### src/ecs_map.vh
// address ranges, fixed counts and report column layout for the fill and step control
`ifndef ECS_MAP_VH
`define ECS_MAP_VH

// ----------------------------------------
// data memory area per chip mode
// ----------------------------------------
`define ECS_DM_LO_SMALL    12'h0780
`define ECS_DM_LO_LARGE    12'h0700
`define ECS_DM_HI          12'h07FF

// ----------------------------------------
// program start address limits
// ----------------------------------------
`define ECS_PC_LO          12'h0000
`define ECS_PC_HI_SMALL    12'h07DF
`define ECS_PC_HI_LARGE    12'h0FDF

// ----------------------------------------
// step counts
// ----------------------------------------
`define ECS_STEP_MAX       16'hFFFF
`define ECS_STEP_ONE       16'h0001
`define ECS_HDR_EVERY      4'hA

// ----------------------------------------
// report columns: b a h l x y c p0 p1 p2 p3 p4 sp
// ----------------------------------------
`define ECS_NCOLS          13
`define ECS_COL_W          8
`define ECS_COL_PORT4      11
`define ECS_COLS_ALL       13'h1FFF

`endif

### src/ecs_range_chk.v
// inclusive range check of an address against a lower and upper bound
`timescale 1ns/10ps

module ecs_range_chk #(
	parameter W = 12
) (
	// value and bounds
	input  wire [W-1:0] i_val,
	input  wire [W-1:0] i_lo,
	input  wire [W-1:0] i_hi,
	// result
	output wire         o_ok
);

	assign o_ok = (i_val >= i_lo) && (i_val <= i_hi);

endmodule // ecs_range_chk

### src/ecs_snap_cmp.v
// holds the previous register and port snapshot and flags which columns changed
`timescale 1ns/10ps

module ecs_snap_cmp #(
	parameter NCOLS = 13,
	parameter CW    = 8
) (
	// clock and reset
	input  wire                  i_clk,
	input  wire                  i_srst,
	// snapshot
	input  wire [NCOLS*CW-1:0]   i_cur,
	input  wire                  i_load,
	input  wire                  i_force,
	// result
	output wire [NCOLS-1:0]      o_show
);

	reg [NCOLS*CW-1:0] prev_reg;

	always @(posedge i_clk) begin
		if (i_srst) begin
			prev_reg <= {NCOLS*CW{1'b0}};
		end else if (i_load) begin
			prev_reg <= i_cur;
		end
	end

	genvar g;
	generate
		for (g = 0; g < NCOLS; g = g + 1) begin : g_col
			// a number where changed, or everything right after a header
			assign o_show[g] = i_force | (i_cur[g*CW +: CW] != prev_reg[g*CW +: CW]);
		end
	endgenerate

endmodule // ecs_snap_cmp

### src/ecs_fill_step_ctl.v
// command engine for data memory fill and single stepping of the emulated core
//
// Contract
// - two addresses: write the nibble, or zero, from first through second
// - wildcard: write the nibble, or zero, over the whole mode data area
// - no start address: stepping starts at the current program counter
// - wildcard step: 65535 steps from the current program counter
// - omitted count executes exactly one instruction
// - halt after each instruction, report address, code, then registers and ports
// - a met skip is passed within the same step and not reported
// - abort key ends an ongoing step command
// - abort key is ignored while the core is in halt mode
// - header of thirteen columns repeats every 10 steps
// - unchanged values show as a dot, changed ones as a number
// - first line after each header shows every value
// - small mode drops the port four column
// - add immediate skip may skip when run as an isolated step
// - time base counter is kept across single steps
// - timers are only assured on the internal clock while stepping
`timescale 1ns/10ps
`include "ecs_map.vh"

module ecs_fill_step_ctl #(
	parameter AW = 12,
	parameter DW = 4,
	parameter CNTW = 16,
	parameter IW = 16
) (
	// clock and reset
	input  wire                             i_clk,
	input  wire                             i_srst,
	// chip mode: 1 large, 0 small
	input  wire                             i_large_mode,
	// command request
	input  wire                             i_cmd_valid,
	input  wire                             i_cmd_fill,
	input  wire                             i_cmd_step,
	input  wire                             i_cmd_wild,
	input  wire                             i_cmd_addr_given,
	input  wire [AW-1:0]                    i_cmd_addr_a,
	input  wire [AW-1:0]                    i_cmd_addr_b,
	input  wire                             i_cmd_data_given,
	input  wire [DW-1:0]                    i_cmd_data,
	input  wire                             i_cmd_count_given,
	input  wire [CNTW-1:0]                  i_cmd_count,
	input  wire                             i_abort_key,
	// command answer
	output reg                              o_busy,
	output reg                              o_cmd_done,
	output reg                              o_cmd_err,
	output reg                              o_cmd_aborted,
	// data memory write port
	output reg                              o_mem_we,
	output reg  [AW-1:0]                    o_mem_addr,
	output reg  [DW-1:0]                    o_mem_wdata,
	// core step control
	output reg                              o_core_step,
	output reg                              o_core_set_pc,
	output reg  [AW-1:0]                    o_core_pc,
	output reg                              o_core_solo_skip_en,
	input  wire                             i_core_done,
	input  wire                             i_core_halt,
	input  wire [AW-1:0]                    i_core_exec_addr,
	input  wire [IW-1:0]                    i_core_exec_code,
	input  wire [`ECS_NCOLS*`ECS_COL_W-1:0] i_core_snap,
	// step report
	output reg                              o_rep_valid,
	output reg                              o_rep_hdr,
	output reg  [AW-1:0]                    o_rep_addr,
	output reg  [IW-1:0]                    o_rep_code,
	output reg  [`ECS_NCOLS-1:0]            o_rep_cols,
	output reg  [`ECS_NCOLS-1:0]            o_rep_show,
	output reg  [`ECS_NCOLS*`ECS_COL_W-1:0] o_rep_vals
);

	// ----------------------------------------
	// states
	// ----------------------------------------
	localparam [1:0] ST_IDLE = 2'd0;
	localparam [1:0] ST_FILL = 2'd1;
	localparam [1:0] ST_REQ  = 2'd2;
	localparam [1:0] ST_WAIT = 2'd3;

	reg [1:0]      state_reg;
	reg [AW-1:0]   addr_reg;
	reg [AW-1:0]   end_reg;
	reg [DW-1:0]   data_reg;
	reg [CNTW-1:0] left_reg;
	reg [3:0]      hdr_cnt_reg;
	reg            abort_reg;

	// ----------------------------------------
	// range checks
	// ----------------------------------------
	wire [AW-1:0] dm_lo = i_large_mode ? `ECS_DM_LO_LARGE : `ECS_DM_LO_SMALL;
	wire [AW-1:0] pc_hi = i_large_mode ? `ECS_PC_HI_LARGE : `ECS_PC_HI_SMALL;
	wire          ok_a;
	wire          ok_b;
	wire          ok_pc;

	ecs_range_chk #(.W(AW)) u_chk_a (
		.i_val (i_cmd_addr_a),
		.i_lo  (dm_lo),
		.i_hi  (`ECS_DM_HI),
		.o_ok  (ok_a)
	);

	ecs_range_chk #(.W(AW)) u_chk_b (
		.i_val (i_cmd_addr_b),
		.i_lo  (dm_lo),
		.i_hi  (`ECS_DM_HI),
		.o_ok  (ok_b)
	);

	ecs_range_chk #(.W(AW)) u_chk_pc (
		.i_val (i_cmd_addr_a),
		.i_lo  (`ECS_PC_LO),
		.i_hi  (pc_hi),
		.o_ok  (ok_pc)
	);

	// a reversed pair is refused too: nothing sensible to fill
	wire fill_ok = i_cmd_wild | (ok_a & ok_b & (i_cmd_addr_a <= i_cmd_addr_b));
	// the wildcard takes precedence over any address given with it
	wire use_addr = i_cmd_addr_given & ~i_cmd_wild;
	wire step_ok = (~use_addr | ok_pc) &
	               (i_cmd_wild | ~i_cmd_count_given | (i_cmd_count != {CNTW{1'b0}}));

	// ----------------------------------------
	// command decode
	// ----------------------------------------
	// fill wins when both commands are flagged at once
	wire           fill_req = i_cmd_valid & i_cmd_fill;
	wire           step_req = i_cmd_valid & i_cmd_step & ~i_cmd_fill;
	reg [AW-1:0]   fill_lo_next;
	reg [AW-1:0]   fill_hi_next;
	reg [DW-1:0]   fill_data_next;
	reg [CNTW-1:0] steps_next;

	always @* begin
		fill_lo_next   = i_cmd_addr_a;
		fill_hi_next   = i_cmd_addr_b;
		fill_data_next = {DW{1'b0}};
		steps_next     = `ECS_STEP_ONE;
		if (i_cmd_wild) begin
			fill_lo_next = dm_lo;
			fill_hi_next = `ECS_DM_HI;
		end
		// missing value fills with zero; the value is a nibble by width
		if (i_cmd_data_given) begin
			fill_data_next = i_cmd_data;
		end
		// a wildcard overrides any count given alongside it
		if (i_cmd_wild) begin
			steps_next = `ECS_STEP_MAX;
		end else if (i_cmd_count_given) begin
			steps_next = i_cmd_count;
		end
	end

	// ----------------------------------------
	// change detection for the report
	// ----------------------------------------
	wire                  hdr_due = (hdr_cnt_reg == 4'h0);
	wire                  snap_load = (state_reg == ST_WAIT) & i_core_done;
	wire [`ECS_NCOLS-1:0] show;

	ecs_snap_cmp #(.NCOLS(`ECS_NCOLS), .CW(`ECS_COL_W)) u_cmp (
		.i_clk   (i_clk),
		.i_srst  (i_srst),
		.i_cur   (i_core_snap),
		.i_load  (snap_load),
		.i_force (hdr_due),
		.o_show  (show)
	);

	// port four column only exists in large mode
	wire [`ECS_NCOLS-1:0] cols = i_large_mode ? `ECS_COLS_ALL :
	                             (`ECS_COLS_ALL & ~(13'h0001 << `ECS_COL_PORT4));

	// halt mode swallows the key, it is not remembered for later
	wire abort_hit = i_abort_key & ~i_core_halt;

	// ----------------------------------------
	// sequencer
	// ----------------------------------------
	always @(posedge i_clk) begin
		if (i_srst) begin
			state_reg           <= ST_IDLE;
			addr_reg            <= {AW{1'b0}};
			end_reg             <= {AW{1'b0}};
			data_reg            <= {DW{1'b0}};
			left_reg            <= {CNTW{1'b0}};
			hdr_cnt_reg         <= 4'h0;
			abort_reg           <= 1'b0;
			o_busy              <= 1'b0;
			o_cmd_done          <= 1'b0;
			o_cmd_err           <= 1'b0;
			o_cmd_aborted       <= 1'b0;
			o_mem_we            <= 1'b0;
			o_mem_addr          <= {AW{1'b0}};
			o_mem_wdata         <= {DW{1'b0}};
			o_core_step         <= 1'b0;
			o_core_set_pc       <= 1'b0;
			o_core_pc           <= {AW{1'b0}};
			o_core_solo_skip_en <= 1'b0;
			o_rep_valid         <= 1'b0;
			o_rep_hdr           <= 1'b0;
			o_rep_addr          <= {AW{1'b0}};
			o_rep_code          <= {IW{1'b0}};
			o_rep_cols          <= {`ECS_NCOLS{1'b0}};
			o_rep_show          <= {`ECS_NCOLS{1'b0}};
			o_rep_vals          <= {`ECS_NCOLS*`ECS_COL_W{1'b0}};
		end else begin
			o_cmd_done    <= 1'b0;
			o_cmd_err     <= 1'b0;
			o_cmd_aborted <= 1'b0;
			o_mem_we      <= 1'b0;
			o_core_step   <= 1'b0;
			o_core_set_pc <= 1'b0;
			o_rep_valid   <= 1'b0;
			case (state_reg)
				ST_IDLE: begin
					abort_reg <= 1'b0;
					if (fill_req) begin
						if (fill_ok) begin
							addr_reg  <= fill_lo_next;
							end_reg   <= fill_hi_next;
							data_reg  <= fill_data_next;
							o_busy    <= 1'b1;
							state_reg <= ST_FILL;
						end else begin
							o_cmd_err <= 1'b1;
						end
					end else if (step_req) begin
						if (step_ok) begin
							left_reg <= steps_next;
							// without a start address the core keeps its own pc
							o_core_set_pc       <= use_addr;
							o_core_pc           <= i_cmd_addr_a;
							o_core_solo_skip_en <= 1'b1;
							hdr_cnt_reg         <= 4'h0;
							o_busy              <= 1'b1;
							state_reg           <= ST_REQ;
						end else begin
							o_cmd_err <= 1'b1;
						end
					end
				end
				ST_FILL: begin
					o_mem_we    <= 1'b1;
					o_mem_addr  <= addr_reg;
					o_mem_wdata <= data_reg;
					addr_reg    <= addr_reg + {{(AW-1){1'b0}}, 1'b1};
					if (addr_reg == end_reg) begin
						o_busy     <= 1'b0;
						o_cmd_done <= 1'b1;
						state_reg  <= ST_IDLE;
					end
				end
				ST_REQ: begin
					// core runs one instruction, plus any skip it triggers, then halts;
					// the time base is never cleared here, and timers on an external
					// clock keep running between steps, so their state is not assured
					o_core_step <= 1'b1;
					if (abort_hit) begin
						abort_reg <= 1'b1;
					end
					state_reg   <= ST_WAIT;
				end
				ST_WAIT: begin
					if (i_core_done) begin
						// one record per executed instruction, skipped one never reported
						o_rep_valid <= 1'b1;
						o_rep_hdr   <= hdr_due;
						o_rep_addr  <= i_core_exec_addr;
						o_rep_code  <= i_core_exec_code;
						o_rep_cols  <= cols;
						o_rep_show  <= show & cols;
						o_rep_vals  <= i_core_snap;
						hdr_cnt_reg <= (hdr_cnt_reg == `ECS_HDR_EVERY - 4'h1) ? 4'h0
						               : hdr_cnt_reg + 4'h1;
						left_reg    <= left_reg - {{(CNTW-1){1'b0}}, 1'b1};
						if ((left_reg == `ECS_STEP_ONE) | abort_reg | abort_hit) begin
							o_busy              <= 1'b0;
							o_cmd_done          <= 1'b1;
							o_cmd_aborted       <= abort_reg | abort_hit;
							o_core_solo_skip_en <= 1'b0;
							state_reg           <= ST_IDLE;
						end else begin
							state_reg <= ST_REQ;
						end
					end else if (abort_hit) begin
						abort_reg <= 1'b1;
					end
				end
				default: begin
					state_reg <= ST_IDLE;
				end
			endcase
		end
	end

endmodule // ecs_fill_step_ctl

### config.mk
export PLATFORM = sky130hd
export DESIGN_NAME = ecs_fill_step_ctl
export DESIGN_NICKNAME = d
export VERILOG_FILES = /design/src/ecs_range_chk.v /design/src/ecs_snap_cmp.v /design/src/ecs_fill_step_ctl.v
export VERILOG_INCLUDE_DIRS = /design/src
export SDC_FILE = /design/constraint.sdc
export NUM_CORES = 1
export LEC_CHECK = 0
export ABC_AREA = 1
export ABC_CLOCK_PERIOD_IN_PS = 1600
export BUFFER_PORTS_ARGS = -buffer_cell sky130_fd_sc_hd__buf_4
export CAP_MARGIN = 20
export CELL_PAD_IN_SITES_DETAIL_PLACEMENT = 0
export CELL_PAD_IN_SITES_GLOBAL_PLACEMENT = 1
export CORE_ASPECT_RATIO = 1.75
export CORE_UTILIZATION = 32
export DETAILED_ROUTE_END_ITERATION = 6
export GPL_ROUTABILITY_DRIVEN = 0
export GPL_TIMING_DRIVEN = 0
export PLACE_DENSITY = 0.85
export SLEW_MARGIN = 5
export SYNTH_ARGS = -nofsm -noshare
export SYNTH_HDL_FRONTEND = slang
export SYNTH_SLANG_ARGS = --single-unit
### constraint.sdc
create_clock -name i_clk -period 1.6 [get_ports i_clk]
set_input_delay 0.16 -clock i_clk [delete_from_list [all_inputs] [get_ports i_clk]]
set_output_delay 0.16 -clock i_clk [all_outputs]
set_load 0.1 [all_outputs]
Yosys cells after proc, flatten, opt, wreduce, memory -nomap -nowiden

Cells that the tools add are included.

Muxes and demuxes: 54
Reduce and logical (&&, ||, !) cells: 23
Bitwise operators: 42
Order comparisons: 7
Eq/ne operators: 31
Add/sub/neg operators: 3

Operator list:

| kind                    | number |
|---|---|
| $ne A8 B8 Y1            | 13 |
| $mux W16                | 6 |
| $mux W12                | 6 |
| $pmux W16 S2            | 1 |
| $ge A12 B11 Y1          | 2 |
| $le A12 B11 Y1 const B  | 2 |
| $le A12 B12 Y1          | 2 |
| $mux W4                 | 6 |
| $pmux W12 S2            | 1 |
| $mux W1                 | 20 |
| $or A1 B1 Y1            | 20 |
| $eq A16 B1 Y1 const B   | 1 |
| $ne A2 B2 Y1 const B    | 8 |
| $reduce_bool A16 Y1     | 1 |
| $sub A16 B1 Y16 const B | 1 |
| $mux W2                 | 7 |
| $and A13 B13 Y13        | 1 |
| $add A12 B1 Y12 const B | 1 |
| $eq A12 B12 Y1          | 1 |
| $ge A12 B1 Y1 const B   | 1 |
| $not A1 Y1              | 12 |
| $reduce_and A5 Y1       | 2 |
| $and A1 B1 Y1           | 9 |
| $ne A3 B3 Y1 const B    | 3 |
| other kinds (23)        | 33 |

Flip-flop bits (word level): 351
Output and inout port bits: 196
Word-level logic and storage cells: 186

Logic depth before layout (Yosys ltp)

Word-level depth: 9
Depth in mapped cells: 18

Cells and area by module

From an unflattened synthesis, not the netlist that was laid out.

Cells, all modules: 2,549
Area total of the unflattened synthesis: 17,835.9 um2

By module, submodules not included:

| module            | times used | seq. area each (um2) | area an instance (um2) | cells each |
|---|---|---|---|---|
| ecs_fill_step_ctl | 1          | 4,724.5              | 9,855.7                | 1,365 |
| ecs_snap_cmp      | 1          | 2,082.0              | 5,911.9                | 854 |
| ecs_range_chk     | 3          | 0.0                  | 689.4                  | 110 |

Worst setup path before layout

No wires, ideal clock.

Kind: register to register
From: reg u_cmp.prev_reg[93]
To: reg o_rep_show[11]
Arrival time: 1,722 ps
Setup slack: -193 ps
Setup time: 70 ps
Required time: 1,530 ps
Clock period less this slack: 1,793 ps
Stages on the path, launching flop included: 8
Cells stage by stage: dfxtp_1 inv_1 or2_2 nand4_1 nor4_1 nand3_1 nand3_1 a21oi_1

Word-level cells in the longest chain between the ends: 3

RTL lines:

| what                   | RTL line                | text |
|---|---|---|
| from (decl)            | ecs_snap_cmp.v:19       | `reg [NCOLS*CW-1:0] prev_reg;` |
| from (signal assigned) | ecs_snap_cmp.v:23       | `prev_reg <= {NCOLS*CW{1'b0}};` |
| from (signal assigned) | ecs_snap_cmp.v:25       | `prev_reg <= i_cur;` |
| $ne A8 B8 Y1           | ecs_snap_cmp.v:33       | `assign o_show[g] = i_force \| (i_cur[g*CW +: CW] != prev_reg[g*CW +: CW]);` |
| $or A1 B1 Y1           | ecs_snap_cmp.v:33       |  |
| $and A13 B13 Y13       | ecs_fill_step_ctl.v:279 | `o_rep_show <= show & cols;` |
| to (signal assigned)   | ecs_fill_step_ctl.v:212 | `` o_rep_show <= {`ECS_NCOLS{1'b0}}; `` |
| to (signal assigned)   | ecs_fill_step_ctl.v:279 |  |
| to (decl)              | ecs_fill_step_ctl.v:72  | `` output reg [`ECS_NCOLS-1:0] o_rep_show, `` |

Every way passes these cells.
A chain may end at the register's enable or synchronous reset.

Final worst setup path

From: reg state_reg[1]
To: reg o_rep_show[9]

Word-level cells in the longest chain between the ends: 2

RTL lines:

| what                               | RTL line                | text |
|---|---|---|
| from (decl)                        | ecs_fill_step_ctl.v:84  | `reg [1:0] state_reg;` |
| from (signal assigned)             | ecs_fill_step_ctl.v:189 | `state_reg <= ST_IDLE;` |
| from (signal assigned)             | ecs_fill_step_ctl.v:231 | `state_reg <= ST_FILL;` |
| from (signal assigned)             | ecs_fill_step_ctl.v:244 | `state_reg <= ST_REQ;` |
| $eq A2 B2 Y1                       | ecs_fill_step_ctl.v:222 | `case (state_reg)` |
| $reduce_and A2 Y1 (no source line) | n/a                     |  |

Every way passes these cells.

==> impl_results.md <==
* Endpoints failing setup at 0
* Critical path's top delay family: simple AND/OR/NAND/NOR gates
* Pleak at 0.008545 uW
* Pwr/cell area at 1333 nW/um2
* Initial antenna violation count at 2
* Clock power frac at 24.9%
* Drt via density at 4.904
* Worst skew pair latency at 540 ps
* Critical path cell sequence: nand2_8 > nor2_4 > clkinv_4 > buf_12 > nor4_4 > a41oi_2
* CP startpoint kind: flip-flop
* Std-Cell Rows at 90
* Failing checks: design-rule violations
* CTS buffer count at 25
* M2 GR Usage at 47.63%
* Final period util at 99.33%
* Die area at 36110 um2
* Setup_tns at 0 ps
* Synth async-reset ratio at 0%
* Clk sinks at 236
* Wire per inst at 17.89 um
* Warnings from Yosys at 0
* Fmax at 629.2 MHz
* Clock transition at path regs at 60 ps
* Largest family of logic cells by synthesized area: simple AND/OR/NAND/NOR gates
* Drt initial violations at 480
* Htree depth at 1
* Synth unique cells at 41
* Rel. slew slack at 38.93%
* Worst slew pin tran at 916.1 ps
* Run status: complete, but fails checks
* Buffers and inverters on the worst path at 2
* Simple-gate share of the synthesized area at 24.36%
* Top post-synthesis cells by count: nor2_1 (376), dfxtp_1 (236), o21ai_0 (211), nand2_1 (151), inv_1 (92)
* R2R depth at 6
* Fraction of layout cells with a size suffix above 1 at 29.77%
* Post-synthesis compound-gate area fraction at 15.09%
* Hold Path Class: in -> reg
* PortBufs at 383
* Vias in the first global route at 12860
* Worst setup EP type: flip-flop
* Power share of the sequential group at 30.9%
* Sw power at 10650 uW
* M1 GR Usage at 25.46%
* Arr. time, crit path at 1980 ps
* Number of max-cap violations at 0
* Grt total ovfl at 0
* Slowest cell delay on critical path at 420 ps
* Post-synthesis register bit count at 236
* Synthesis-to-finish area growth at 59.76%
* Mapped Avg Cell Area at 7.388 um2
* GRT Total Usage at 25.25%
* Layout Nets at 2344
* Min Hold Slack at 39.30 ps
* Synth top area cells: dfxtp_1 (42%), nor2_1 (12%), o21ai_0 (9.3%)
* Pre-Repair DR Iteration Count at 7
* WP depth at 6
* Die X-Extent at 144.1 um
* Top FF cell, synth: dfxtp_1
* Sequential fraction of the synthesis area at 41.80%
* Count leader, synth: nor2_1
* Mapped Cells at 1530
* CTS tree: yes
* Xor and xnor area share after synthesis at 8.678%
* Post-DP HPWL at 34.06 mm
* Post-Synth Adder-Cell Area at 2.325%
* Vias post-DR at 12810
* Core Region at 34680 um2
* Routed WL at 46.72 mm
* Overall die height at 250.6 um
* Pins over their slew limit at 0
* Hold Crit Depth at 5
* Largest register FFs at 104
* Logic pwr share at 44.1%
* Post-route DRC violation count at 2
* Most Used Layer, Global Route: met2
* Crit-path slowest cell: dfxtp_4
* Initial Utilization at 32.59%
* Worst EP required at 1990 ps
* Grt met3 use at 3.441%
* Post-synth top area share at 41.80%
* Synth area leader: dfxtp_1
* Post-synth EDFFs at 0
* Hold Fails Final Rpt at 0
* Sw Share at 44.27%
* Max Buffers Root-to-Sink at 3
* Global-route wire length before repair at 69.70 mm
* Worst vdd rail ir drop at 0.7684 mV
* Root Driver: clkbuf_16
* Io pins at 385
* Largest net degree at the start of global routing at 14
* Post-route minimum period at 1589 ps
* Crit-path max FO at 8
* Setup Crit Path Kind: reg -> reg
* Clk_skew at 8.752 ps
* Detail Route Antenna Nets at 0
* Net count after synthesis at 1740
* Synthesized area at 11300 um2
* Multiplexer share of the synthesized area at 0%
* Int Pwr at 13410 uW
* RSZ-0062 raised after global routing: yes
==> worst paths after layout <==
kind                             start                          to  slack (ps)
max          state_reg[1]$_SDFFE_PP0P_  o_rep_show[9]$_SDFFE_PP0P_          10
min                     i_cmd_count[2]    left_reg[2]$_SDFFE_PP0P_          40
max reg2reg  state_reg[1]$_SDFFE_PP0P_  o_rep_show[9]$_SDFFE_PP0P_          10
min reg2reg        o_busy$_SDFFE_PP0P_         o_busy$_SDFFE_PP0P_         450
==> cell families after synthesis <==
logic type,count (synthesis)
xor gates and xnor gates,112
AOI/OAI and AO/OA,321
adders and majority gates,21
DFF,236
and+or+nand+nor,650
buffers and inverters,190
==> final cells by class <==
type,instances,area [um2]
Antenna cell,2,5.005
Buffer,89,635.6
Clock buffer,36,726.9
Clock inverter,7,98.84
Fill cell,3298,16620
Inverter,101,386.6
Multi-Input combinational cell,1104,5989
Sequential cell,236,4801
Tap cell,460,575.6
Timing Repair Buffer,577,4840
==> worst reg2reg max path, cell delays in order, from the launching register on <==
cell and delay (ps):
dfxtp_4 420, nand2_8 90, nor2_4 150, clkinv_4 150, buf_12 200, nor4_4 290, a41oi_2 150
==> timing repair <==
action,4_1_cts,5_1_grt
pin swaps,2,36
hold buffers,165,0
buffers inserted,3,24
resized for setup,46,126
cloned,0,2
endpoints found under the setup margin,204,161
hold endpoints to repair,175,0
==> power groups by stage <==
stage	Sequential (uW)	Clock (uW)	Combinational, uW
2_1_floorplan	10800	0	3400
3_3_place_gp	7440	0	9260
3_5_place_dp	7450	0	9330
4_1_cts	7360	6150	9940
5_1_grt	7530	6330	11200
6_report	7440	6000	10600
==> layout by cell type, fill, tap and decap left out, types with 7 or more instances in the layout <==
cell type      count
clkbuf_16         27
clkbuf_4           7
nor4_1            15
dfxtp_2           31
nor2_4            10
clkbuf_1          30
nand3_1           31
nand4_1           15
nand2_2            7
a41oi_1            8
inv_1             85
inv_2             14
a21oi_1           69
o21ai_1           15
xor2_1            85
nor2_2            16
buf_2             17
buf_4            413
o21ai_0          203
nand2_1          147
ha_1              19
dfxtp_4           10
nor3_1            18
xnor2_1           27
dlygate4sd3_1    165
dfxtp_1          195
buf_6             22
nor2_1           359
==> metal layers <==
layer	vias up	part of all wire [%]
li1	6211	-
met1	6009	36
met2	433	54
met3	157	4.4
met4	0	6.2
met5	-	0
==> through the flow <==
step	cells	area, um2	power [uW]	worst slack, ps	util (%)
global placement	2373	14780	16690	-837.9	42.62
global route	2612	18060	25110	-87.99	52.07
detailed placement	2373	14780	16780	-868.3	42.62
finish	2612	18060	24060	10.75	52.07
floorplan	1530	11330	14180	-67.69	-
CTS	2584	17420	23440	-2.088	50.23
Note: power is estimated with default switching activity, not from simulation.
